$ cat src/design/svwd_cfg.svh
// Timing, offset and field constants of the supervisor watchdog block.
`ifndef SVWD_CFG_SVH
`define SVWD_CFG_SVH
// ****************************************************************
// Clock and derived cycle counts
// ****************************************************************
`define SVWD_CLK_NS        10
`define SVWD_GLITCH_NS     50
`define SVWD_GLITCH_CYC    ((`SVWD_GLITCH_NS + `SVWD_CLK_NS - 1) / `SVWD_CLK_NS)
`define SVWD_MD_NS         500
`define SVWD_MD_CYC        ((`SVWD_MD_NS + `SVWD_CLK_NS - 1) / `SVWD_CLK_NS)
`define SVWD_LR_NS         500
`define SVWD_LR_CYC        (`SVWD_LR_NS / `SVWD_CLK_NS)
`define SVWD_TICK_US       500
`define SVWD_TICK_CYC      (`SVWD_TICK_US * 1000 / `SVWD_CLK_NS)
`define SVWD_MS2TK(ms)     ((ms) * 1000 / `SVWD_TICK_US)
// ****************************************************************
// Delays in milliseconds
// ****************************************************************
`define SVWD_POR0_MS       50
`define SVWD_POR1_MS       200
`define SVWD_POR2_MS       400
`define SVWD_POR3_MS       800
`define SVWD_WDT0_MS       1400
`define SVWD_WDT1_MS       200
`define SVWD_WDT2_MS       25
`define SVWD_RST_LONG_MS   200
`define SVWD_RST_SHORT_MS  25
`define SVWD_NV_MS         5
// ****************************************************************
// Register map and fields
// ****************************************************************
`define SVWD_CTRL_OFS      8'h00
`define SVWD_STAT_OFS      8'h04
`define SVWD_CTRL_POR_LSB  0
`define SVWD_CTRL_WDT_LSB  2
`define SVWD_STAT_RST_BIT  0
`define SVWD_STAT_WDO_BIT  1
`define SVWD_STAT_NV_BIT   2
`define SVWD_STAT_LOW_BIT  3
`define SVWD_POR_SEL_RST   2'h1
`define SVWD_WDT_SEL_RST   2'h3
`define SVWD_WDT_OFF       2'h3
`define SVWD_WDT_SHORT     2'h2
`define SVWD_RESP_OKAY     2'h0
`define SVWD_RESP_SLVERR   2'h2
// ****************************************************************
// Two-wire frame decode
// ****************************************************************
`define SVWD_RW_BIT        5'h07
`define SVWD_WR_MIN_BITS   5'h12
`define SVWD_BIT_MAX       5'h1F
`endif

$ cat src/design/svwd_pkg.sv
// Types shared by the supervisor watchdog modules.
package svwd_pkg;
  typedef logic [11:0] svwd_tick_t;

  typedef struct packed {
    logic [1:0] wdt_sel;
    logic [1:0] por_sel;
  } svwd_ctrl_s;

  typedef struct packed {
    logic [7:0] cnt;
    logic       q;
  } svwd_filt_s;

  typedef struct packed {
    svwd_ctrl_s  ctrl;
    logic        aw_got;
    logic        w_got;
    logic [7:0]  awaddr;
    logic [7:0]  wdata;
    logic        wstrb0;
    logic        bvalid;
    logic [1:0]  bresp;
    logic        rvalid;
    logic [1:0]  rresp;
    logic [31:0] rdata;
    logic        scl_q;
    logic        sda_q;
    logic        in_frame;
    logic [4:0]  bit_cnt;
    logic        is_write;
    logic [19:0] tick_cnt;
    svwd_tick_t  por_cnt;
    logic [5:0]  mr_cnt;
    logic        mr_rst;
    logic [5:0]  pd_cnt;
    logic        pd_rst;
    logic        warn_n;
    logic        rst_n;
    svwd_tick_t  wd_cnt;
    svwd_tick_t  wdo_cnt;
    logic        wdo_act;
    svwd_tick_t  nv_cnt;
    logic        nv_busy;
  } svwd_state_s;
endpackage : svwd_pkg

$ cat src/design/svwd_glitch.sv
// Input pulse suppressor: passes a level only after it has held steady.
`timescale 1ns/100ps
`default_nettype none
`include "svwd_cfg.svh"
module svwd_glitch
  import svwd_pkg::*;
#(
  parameter int STABLE = `SVWD_GLITCH_CYC
) (
  // Clock and reset
  input  wire logic aclk,
  input  wire logic aresetn,
  // Raw level, reset level and filtered level
  input  wire logic din,
  input  wire logic rst_val,
  output logic      dout
);
  svwd_filt_s s;
  svwd_filt_s next_s;

  if (STABLE < 1 || STABLE > 255) begin : g_chk
    $error("svwd_glitch: STABLE out of range");
  end

  // A change must persist STABLE cycles; shorter pulses never reach dout.
  always_comb begin
    next_s = s;
    if (din == s.q) begin
      next_s.cnt = 8'h00;
    end else if (s.cnt == 8'(STABLE - 1)) begin
      next_s.q   = din;
      next_s.cnt = 8'h00;
    end else begin
      next_s.cnt = s.cnt + 8'h01;
    end
  end

  // Resetting to the pin's idle level keeps a false edge from reaching the bus watcher.
  always_ff @(posedge aclk) begin
    if (!aresetn) begin
      s <= '{cnt: 8'h00, q: rst_val};
    end else begin
      s <= next_s;
    end
  end

  assign dout = s.q;
endmodule : svwd_glitch
`default_nettype wire

$ cat src/design/svwd_top.sv
// Supervisor watchdog timing: power-on reset, watchdog, manual reset, write cycle.
//
// Overview of operation
// The power-on reset delay is 50, 200 (default), 400 or 800 ms for setting 00, 01, 10, 11.
// The watchdog period is 1.4 s, 200 ms or 25 ms for 00, 01, 10; 11 turns it off (default).
// The watchdog output stays low 25 ms for the 25 ms period and 200 ms for the others.
// A stop ending a write sequence starts a self-timed write that ends within 10 ms, about 5.
// The host waits out the write cycle or polls before starting another write.
// Pulses narrower than 50 ns on the bus inputs are ignored.
// The host holds each watchdog restart for at least 1 us.
// Manual reset asserts the reset output no sooner than 500 ns; release is immediate.
// On power-down the low-supply warning goes low about 500 ns before reset.
// A start followed by a stop on the bus restarts the watchdog with the selected period.
// When the period elapses the watchdog output goes low for the timeout, then releases.
//
// Added by the designer: the register offsets and the AXI4-Lite interface to the registers.
`timescale 1ns/100ps
`default_nettype none
`include "svwd_cfg.svh"
module svwd_top
  import svwd_pkg::*;
#(
  parameter int TICK_CYCLES = `SVWD_TICK_CYC
) (
  // Clock and reset
  input  wire logic        aclk,
  input  wire logic        aresetn,
  // AXI4-Lite slave
  input  wire logic [7:0]  s_axi_awaddr,
  input  wire logic        s_axi_awvalid,
  output logic             s_axi_awready,
  input  wire logic [31:0] s_axi_wdata,
  input  wire logic [3:0]  s_axi_wstrb,
  input  wire logic        s_axi_wvalid,
  output logic             s_axi_wready,
  output logic [1:0]       s_axi_bresp,
  output logic             s_axi_bvalid,
  input  wire logic        s_axi_bready,
  input  wire logic [7:0]  s_axi_araddr,
  input  wire logic        s_axi_arvalid,
  output logic             s_axi_arready,
  output logic [31:0]      s_axi_rdata,
  output logic [1:0]       s_axi_rresp,
  output logic             s_axi_rvalid,
  input  wire logic        s_axi_rready,
  // Two-wire bus, watched only
  input  wire logic        scl_in,
  input  wire logic        sda_in,
  // Supervisor pins
  input  wire logic        manual_reset_in,
  input  wire logic        supply_low_in,
  output logic             reset_out_n,
  output logic             low_supply_warn_n,
  output logic             wdt_timeout_out_n,
  output logic             nv_write_busy
);
  // ****************************************************************
  // Delay selection
  // ****************************************************************
  function automatic svwd_tick_t por_ticks(input logic [1:0] sel);
    case (sel)
      2'h0:    por_ticks = svwd_tick_t'(`SVWD_MS2TK(`SVWD_POR0_MS));
      2'h1:    por_ticks = svwd_tick_t'(`SVWD_MS2TK(`SVWD_POR1_MS));
      2'h2:    por_ticks = svwd_tick_t'(`SVWD_MS2TK(`SVWD_POR2_MS));
      default: por_ticks = svwd_tick_t'(`SVWD_MS2TK(`SVWD_POR3_MS));
    endcase
  endfunction : por_ticks

  function automatic svwd_tick_t wdt_ticks(input logic [1:0] sel);
    case (sel)
      2'h0:    wdt_ticks = svwd_tick_t'(`SVWD_MS2TK(`SVWD_WDT0_MS));
      2'h1:    wdt_ticks = svwd_tick_t'(`SVWD_MS2TK(`SVWD_WDT1_MS));
      default: wdt_ticks = svwd_tick_t'(`SVWD_MS2TK(`SVWD_WDT2_MS));
    endcase
  endfunction : wdt_ticks

  // Only the nominal timeout is produced, well inside its tolerance band.
  function automatic svwd_tick_t wdo_ticks(input logic [1:0] sel);
    if (sel == `SVWD_WDT_SHORT) begin
      wdo_ticks = svwd_tick_t'(`SVWD_MS2TK(`SVWD_RST_SHORT_MS));
    end else begin
      wdo_ticks = svwd_tick_t'(`SVWD_MS2TK(`SVWD_RST_LONG_MS));
    end
  endfunction : wdo_ticks

  if (TICK_CYCLES < 2 || TICK_CYCLES > 1048576) begin : g_chk
    $error("svwd_top: TICK_CYCLES out of range");
  end

  localparam svwd_state_s RST_S = '{
    ctrl:    '{wdt_sel: `SVWD_WDT_SEL_RST, por_sel: `SVWD_POR_SEL_RST},
    por_cnt: svwd_tick_t'(`SVWD_MS2TK(`SVWD_POR1_MS)),
    warn_n:  1'b1,
    scl_q:   1'b1,
    sda_q:   1'b1,
    wd_cnt:  svwd_tick_t'(`SVWD_MS2TK(`SVWD_WDT2_MS)),
    default: '0
  };

  svwd_state_s s;
  svwd_state_s next_s;
  logic [2:0]  raw;
  logic [2:0]  filt;
  logic        scl_f;
  logic        sda_f;
  logic        mr_f;
  logic        tick;
  logic        start_c;
  logic        stop_c;
  logic        restart;
  logic        wd_en;

  // ****************************************************************
  // Input filters
  // ****************************************************************
  assign raw = {manual_reset_in, sda_in, scl_in};
  // The bus lines idle high and the manual reset input idles low.
  for (genvar i = 0; i < 3; i++) begin : g_filt
    svwd_glitch #(.STABLE(`SVWD_GLITCH_CYC)) u_filt (
      .aclk    (aclk),
      .aresetn (aresetn),
      .din     (raw[i]),
      .rst_val ((i == 2) ? 1'b0 : 1'b1),
      .dout    (filt[i])
    );
  end
  assign scl_f = filt[0];
  assign sda_f = filt[1];
  assign mr_f  = filt[2];

  assign tick    = (s.tick_cnt == 20'(TICK_CYCLES - 1));
  assign start_c = scl_f && s.scl_q && s.sda_q && !sda_f;
  assign stop_c  = scl_f && s.scl_q && !s.sda_q && sda_f;
  assign restart = stop_c && s.in_frame;
  assign wd_en   = (s.ctrl.wdt_sel != `SVWD_WDT_OFF);

  assign s_axi_awready = !s.aw_got && !s.bvalid;
  assign s_axi_wready  = !s.w_got && !s.bvalid;
  assign s_axi_arready = !s.rvalid;

  // ****************************************************************
  // Next state
  // ****************************************************************
  always_comb begin
    next_s = s;
    next_s.tick_cnt = tick ? 20'h00000 : s.tick_cnt + 20'h00001;
    // Register bus: address and data are taken in either order.
    if (s_axi_awvalid && s_axi_awready) begin
      next_s.aw_got = 1'b1;
      next_s.awaddr = s_axi_awaddr;
    end
    if (s_axi_wvalid && s_axi_wready) begin
      next_s.w_got  = 1'b1;
      next_s.wdata  = s_axi_wdata[7:0];
      next_s.wstrb0 = s_axi_wstrb[0];
    end
    if (s.aw_got && s.w_got) begin
      next_s.aw_got = 1'b0;
      next_s.w_got  = 1'b0;
      next_s.bvalid = 1'b1;
      next_s.bresp  = `SVWD_RESP_OKAY;
      if (s.awaddr == `SVWD_CTRL_OFS) begin
        if (s.wstrb0) begin
          next_s.ctrl.por_sel = s.wdata[`SVWD_CTRL_POR_LSB +: 2];
          next_s.ctrl.wdt_sel = s.wdata[`SVWD_CTRL_WDT_LSB +: 2];
        end
      end else if (s.awaddr != `SVWD_STAT_OFS) begin
        next_s.bresp = `SVWD_RESP_SLVERR;
      end
    end
    if (s.bvalid && s_axi_bready) begin
      next_s.bvalid = 1'b0;
    end
    if (s.rvalid && s_axi_rready) begin
      next_s.rvalid = 1'b0;
    end
    if (s_axi_arvalid && s_axi_arready) begin
      next_s.rvalid = 1'b1;
      next_s.rdata  = 32'h00000000;
      next_s.rresp  = `SVWD_RESP_OKAY;
      if (s_axi_araddr == `SVWD_CTRL_OFS) begin
        next_s.rdata[`SVWD_CTRL_POR_LSB +: 2] = s.ctrl.por_sel;
        next_s.rdata[`SVWD_CTRL_WDT_LSB +: 2] = s.ctrl.wdt_sel;
      end else if (s_axi_araddr == `SVWD_STAT_OFS) begin
        next_s.rdata[`SVWD_STAT_RST_BIT] = !s.rst_n;
        next_s.rdata[`SVWD_STAT_WDO_BIT] = s.wdo_act;
        next_s.rdata[`SVWD_STAT_NV_BIT]  = s.nv_busy;
        next_s.rdata[`SVWD_STAT_LOW_BIT] = !s.warn_n;
      end else begin
        next_s.rresp = `SVWD_RESP_SLVERR;
      end
    end
    // Bus watcher: start, stop and the read/write bit of the first byte.
    next_s.scl_q = scl_f;
    next_s.sda_q = sda_f;
    if (start_c) begin
      next_s.in_frame = 1'b1;
      next_s.bit_cnt  = 5'h00;
      next_s.is_write = 1'b0;
    end else if (stop_c) begin
      next_s.in_frame = 1'b0;
    end else if (s.in_frame && scl_f && !s.scl_q) begin
      if (s.bit_cnt != `SVWD_BIT_MAX) begin
        next_s.bit_cnt = s.bit_cnt + 5'h01;
      end
      if (s.bit_cnt == `SVWD_RW_BIT) begin
        next_s.is_write = !sda_f;
      end
    end
    // Self-timed write; a stop while busy starts nothing new.
    if (restart && s.is_write && s.bit_cnt >= `SVWD_WR_MIN_BITS && !s.nv_busy) begin
      next_s.nv_busy = 1'b1;
      next_s.nv_cnt  = svwd_tick_t'(`SVWD_MS2TK(`SVWD_NV_MS));
    end else if (s.nv_busy && tick) begin
      next_s.nv_cnt = s.nv_cnt - 12'h001;
      if (s.nv_cnt == 12'h001) begin
        next_s.nv_busy = 1'b0;
      end
    end
    // Manual reset: delayed on activation, released at once.
    if (mr_f) begin
      if (!s.mr_rst) begin
        if (s.mr_cnt == 6'(`SVWD_MD_CYC - 1)) begin
          next_s.mr_rst = 1'b1;
        end else begin
          next_s.mr_cnt = s.mr_cnt + 6'h01;
        end
      end
    end else begin
      next_s.mr_cnt = 6'h00;
      next_s.mr_rst = 1'b0;
    end
    // Power-down: warning first, reset after the warning lead.
    next_s.warn_n = !supply_low_in;
    if (!s.warn_n) begin
      if (!s.pd_rst) begin
        if (s.pd_cnt == 6'(`SVWD_LR_CYC - 1)) begin
          next_s.pd_rst = 1'b1;
        end else begin
          next_s.pd_cnt = s.pd_cnt + 6'h01;
        end
      end
    end else begin
      next_s.pd_cnt = 6'h00;
      next_s.pd_rst = 1'b0;
    end
    // Power-on delay reloads while the power-down reset is held and runs once the supply is back.
    if (s.pd_rst) begin
      next_s.por_cnt = por_ticks(s.ctrl.por_sel);
    end else if (tick && s.por_cnt != 12'h000) begin
      next_s.por_cnt = s.por_cnt - 12'h001;
    end
    next_s.rst_n = !(next_s.por_cnt != 12'h000 || next_s.mr_rst || next_s.pd_rst);
    // Watchdog: held reloaded while off or while the system is in reset.
    if (!wd_en || !s.rst_n) begin
      next_s.wd_cnt  = wdt_ticks(s.ctrl.wdt_sel);
      next_s.wdo_act = 1'b0;
      next_s.wdo_cnt = 12'h000;
    end else if (s.wdo_act) begin
      if (tick) begin
        next_s.wdo_cnt = s.wdo_cnt - 12'h001;
        if (s.wdo_cnt == 12'h001) begin
          next_s.wdo_act = 1'b0;
          next_s.wd_cnt  = wdt_ticks(s.ctrl.wdt_sel);
        end
      end
    end else if (restart) begin
      next_s.wd_cnt = wdt_ticks(s.ctrl.wdt_sel);
    end else if (tick) begin
      if (s.wd_cnt <= 12'h001) begin
        next_s.wdo_act = 1'b1;
        next_s.wdo_cnt = wdo_ticks(s.ctrl.wdt_sel);
      end else begin
        next_s.wd_cnt = s.wd_cnt - 12'h001;
      end
    end
  end

  always_ff @(posedge aclk) begin
    if (!aresetn) begin
      s <= RST_S;
    end else begin
      s <= next_s;
    end
  end

  assign s_axi_bresp       = s.bresp;
  assign s_axi_bvalid      = s.bvalid;
  assign s_axi_rdata       = s.rdata;
  assign s_axi_rresp       = s.rresp;
  assign s_axi_rvalid      = s.rvalid;
  assign reset_out_n       = s.rst_n;
  assign low_supply_warn_n = s.warn_n;
  assign wdt_timeout_out_n = !s.wdo_act;
  assign nv_write_busy     = s.nv_busy;
endmodule : svwd_top
`default_nettype wire

$ cat config.mk
export PLATFORM = sky130hd
export DESIGN_NAME = svwd_top
export DESIGN_NICKNAME = d
export VERILOG_FILES = /design/src/design/svwd_pkg.sv /design/src/design/svwd_glitch.sv /design/src/design/svwd_top.sv
export VERILOG_INCLUDE_DIRS = /design/src /design/src/design
export SDC_FILE = /design/constraint.sdc
export NUM_CORES = 1
export LEC_CHECK = 0
export ABC_AREA = 1
export BUFFER_PORTS_ARGS = -buffer_cell sky130_fd_sc_hd__buf_2
export CORE_ASPECT_RATIO = 1.25
export CORE_MARGIN = 2
export CORE_UTILIZATION = 59
export DETAILED_ROUTE_END_ITERATION = 10
export PLACE_DENSITY = 0.81
export SLEW_MARGIN = 20
export SYNTH_ARGS = -nofsm -noshare
export SYNTH_HDL_FRONTEND = slang
export SYNTH_HIERARCHICAL = 1
export SYNTH_SLANG_ARGS = --single-unit
$ cat constraint.sdc
create_clock -name aclk -period 2 [get_ports aclk]
set_input_delay 0.3 -clock aclk [delete_from_list [all_inputs] [get_ports aclk]]
set_output_delay 0.3 -clock aclk [all_outputs]
set_load 0.1 [all_outputs]
==> summary.txt <==
Route
  • Final antenna-violating net count: 0
  • Initial DRT Pass Iterations: 5
  • DR vias/cell: 5.209
  • Routed WL: roughly 19000 microns
  • DRC: 0
  • WL/cell: 12.46 microns
  • Via count: 7839
  • Initial DRC count: 522

Critical path
  • Critical path's slowest cell: buf_2
  • Crit-path max cell delay: between 0.5 and 0.6 ns
  • Critical path data required time: ~1.7 ns
  • Delay-heaviest family, CP: buffers and inverters
  • Worst Path Buf+Inv: 2
  • Critical path type: flip-flop to primary output
  • Critical path fanouts, max: 11
  • Setup crit end kind: primary output
  • Arr. time, crit path: 1.67 ns
  • Cell chain of the critical path: inv_1 > buf_2
  • CP Launch Type: flip-flop

STA
  • RSZ-0062 raised after global routing: true
  • Final Hold Vio Count: 0
  • Worst slew pin tran: between 0.5 and 0.6 ns
  • Fmax: slightly above 0.5 GHz
  • Max-slew violation count: 0
  • Min cycle time layout: slightly below 2 ns
  • Tcrit/Tclk final: 98.62%
  • Max Clock Skew: 0.008103 ns
  • Slew Limit Headroom: 63.73%
  • Endpoints failing setup: 0
  • Post-Route Setup TNS: 0 ns

Final layout
  • Fraction of layout cells with a size suffix above 1: ~16%
  • Commonest non-fill, non-tap cell in the layout: nand2_1
  • Area Overhead vs Synth: 15.97%
  • Fillers: ~1100
  • Most frequent cells in the layout: 247 x nand2_1, 185 x nor2_1, 165 x inv_1, 134 x dfxtp_1, 67 x a21oi_1
  • Area of the multi-input gates: 4599 sq um
  • Register area: approximately 3000 sq um
  • Nets: 1404

Synthesis
  • FF+latch count, synth: around 150
  • Syn_area_per_cell: roughly 6.8 sq um
  • Post-synth EDFFs: 3
  • Post-synthesis cell type count: 49
  • Post-synthesis sequential area ratio: 36.11%
  • Syn Inst Count: about 1200
  • Async SR Flop Fraction: 0%
  • Cell Area, Synth: ~8300 sq um
  • Yosys Warn Count: 6
  • Synth top area share: about a third
  • Most used DFF post-synth: dfxtp_1
  • Most area-hungry cell type in the Yosys netlist: dfxtp_1
  • Top cells by area, synth: dfxtp_1 35%, nand2_1 11%, nor2_1 8.5%

Die
  • Die area: roughly 15000 sq um
  • Starting density of the core: 60.40%
  • Site Rows: 48
  • Core area: between 10000 and 15000 sq um
  • I/O pin count: between 100 and 150
  • Chip height: ~140 microns
  • Die span in x: between 100 and 150 microns

Global route
  • Largest net degree at the start of global routing: 45
  • First-pass GRT wire length: 30370 microns
  • Initial antenna violation count: 2
  • Grt total ovfl: 0
  • Vias in the first global route: 7149
  • Overall fraction of global-route tracks in use: about a quarter

Clock tree
  • TritonCTS clock tree: built
  • Clock Tree Buf Depth: 2
  • CTS Sinks: between 100 and 150
  • Root buffer cell: clkbuf_16
  • Clk pin slew, worst setup/hold paths: around 0.06 ns
  • Worst-Skew Late Latency: 0.44 ns
  • H-tree levels: 4
  • CTS buffer count: 17

Power
  • Leakage: 4.455 nW
  • Worst IR Drop VDD: 0.5126 mV
  • Total power: approximately 7.0 mW
  • Cell Pwr Density: approximately 720 nW/um^2

Status
  • Status: completed

Run
  • Max_cap viols: 0

Worst hold path
  • Worst min path class: input port to flip-flop

Place
  • Port Buffer Count: 46
  • Hpwl dp: around 13000 microns
  • Global placement routability congestion: between 0.9 and 1
[cell usage after synthesis (2+ instances only)]
| cell type | instances |
|---|---|
| nor2_8 | 2 |
| buf_2 | 4 |
| nor2_1 | 190 |
| a31oi_1 | 4 |
| o221ai_1 | 4 |
| nor2_2 | 8 |
| nor3b_1 | 9 |
| nand2_1 | 254 |
| clkbuf_1 | 10 |
| a21oi_1 | 68 |
| inv_1 | 169 |
| dfxtp_1 | 146 |
| buf_4 | 38 |
| nor3_1 | 23 |
| edfxtp_1 | 3 |
| nand2_2 | 9 |
| nand3_2 | 3 |
| nor4_1 | 11 |
| a21oi_2 | 4 |
| nand3_1 | 61 |
| o21a_1 | 2 |
| nand4_1 | 25 |
| ha_1 | 26 |
| inv_2 | 9 |
| nor2_4 | 6 |
| a211oi_1 | 4 |
| o211ai_1 | 6 |
| buf_1 | 2 |
| xnor2_1 | 8 |
| or2_2 | 8 |
| o21ai_0 | 67 |
| xor2_1 | 28 |
| conb_1 | 2 |
[per-layer routing]
metal  wire length [microns]  track usage (%)  vias up
li1                        -                -     4045
met1                    7795            28.75     3546
met2                    9572            43.49      205
met3                     958            5.810       41
met4                     415            11.67        2
met5                      13                0        -
[registers in the layout (all words and copies together), names as in the netlist]
| signal | cells |
|---|---|
| s | 111 |
| s_axi_rvalid | 1 |
| s_axi_bresp | 1 |
| reset_out_n | 1 |
| s_axi_rresp | 1 |
| g_filt.u_filt/dout | 3 |
| s_axi_rdata | 4 |
| g_filt.u_filt/s | 24 |
| nv_write_busy | 1 |
| s_axi_bvalid | 1 |
| low_supply_warn_n | 1 |
[path summary, 6_finish.rpt]
kind / startpoint / endpoint / slack (ns) / depth (start not counted)
min: supply_low_in / low_supply_warn_n / 0.02 / 2
max reg2reg: s[67] / s[31] / 0.06 / 12
min reg2reg: s[146] / s[146] / 0.45 / 2
max: s[13] / wdt_timeout_out_n / 0.03 / 2
[cell type report]
class,count,share of cell area (%)
antenna,2,0.05173
multi-input combinational,880,47.54
inverter,178,6.970
tap,175,2.263
timing repair buffer,89,5.884
sequential,149,31.32
clock inverter,14,1.319
clock buffer,18,4.655
[per-stage QoR]
step / util, % / cells / setup WS, ns / instance area, sq um / hold slack (ns)
floorplan: - / 1260 / 0.07710 / 8487 / 0.3619
global placement: 64.03 / 1460 / 0.05539 / 8845 / 0.4350
detailed placement: 64.03 / 1460 / -0.008792 / 8845 / 0.4384
CTS: 68.26 / 1493 / 0.01272 / 9429 / 0.01820
global route: 70.03 / 1504 / -0.07744 / 9673 / 0.01740
finish: 70.05 / 1505 / 0.02758 / 9676 / 0.01704
[report_power, final]
part / internal, mW / switching, mW
clock network: 1.72 / 1.40
registers: 3.05 / 0.0611
logic: 0.136 / 0.588
[kinds of logic (layout without fill, tap and decap cells)]
| kind of cell | after synthesis | in the layout | share of synthesized area [%] |
|---|---|---|---|
| AOI/OAI and AO/OA | 171 | 171 | 11.49 |
| xor gates and xnor gates | 36 | 36 | 3.779 |
| adders and majority gates | 26 | 26 | 3.899 |
| buffers and inverters | 232 | 299 | 12.21 |
| DFF | 149 | 149 | 36.11 |
| other | 2 | 35 | 0.09002 |
| and+or+nand+nor | 613 | 614 | 32.42 |
[timing repair]
item	4_1_cts	5_1_grt
pin swaps	1	14
buffers inserted	0	10
cloned	1	0
hold buffers	0	0
endpoints found under the setup margin	2	42
gates resized for setup	0	50
No activity file was read; power rests on OpenSTA's default activity.
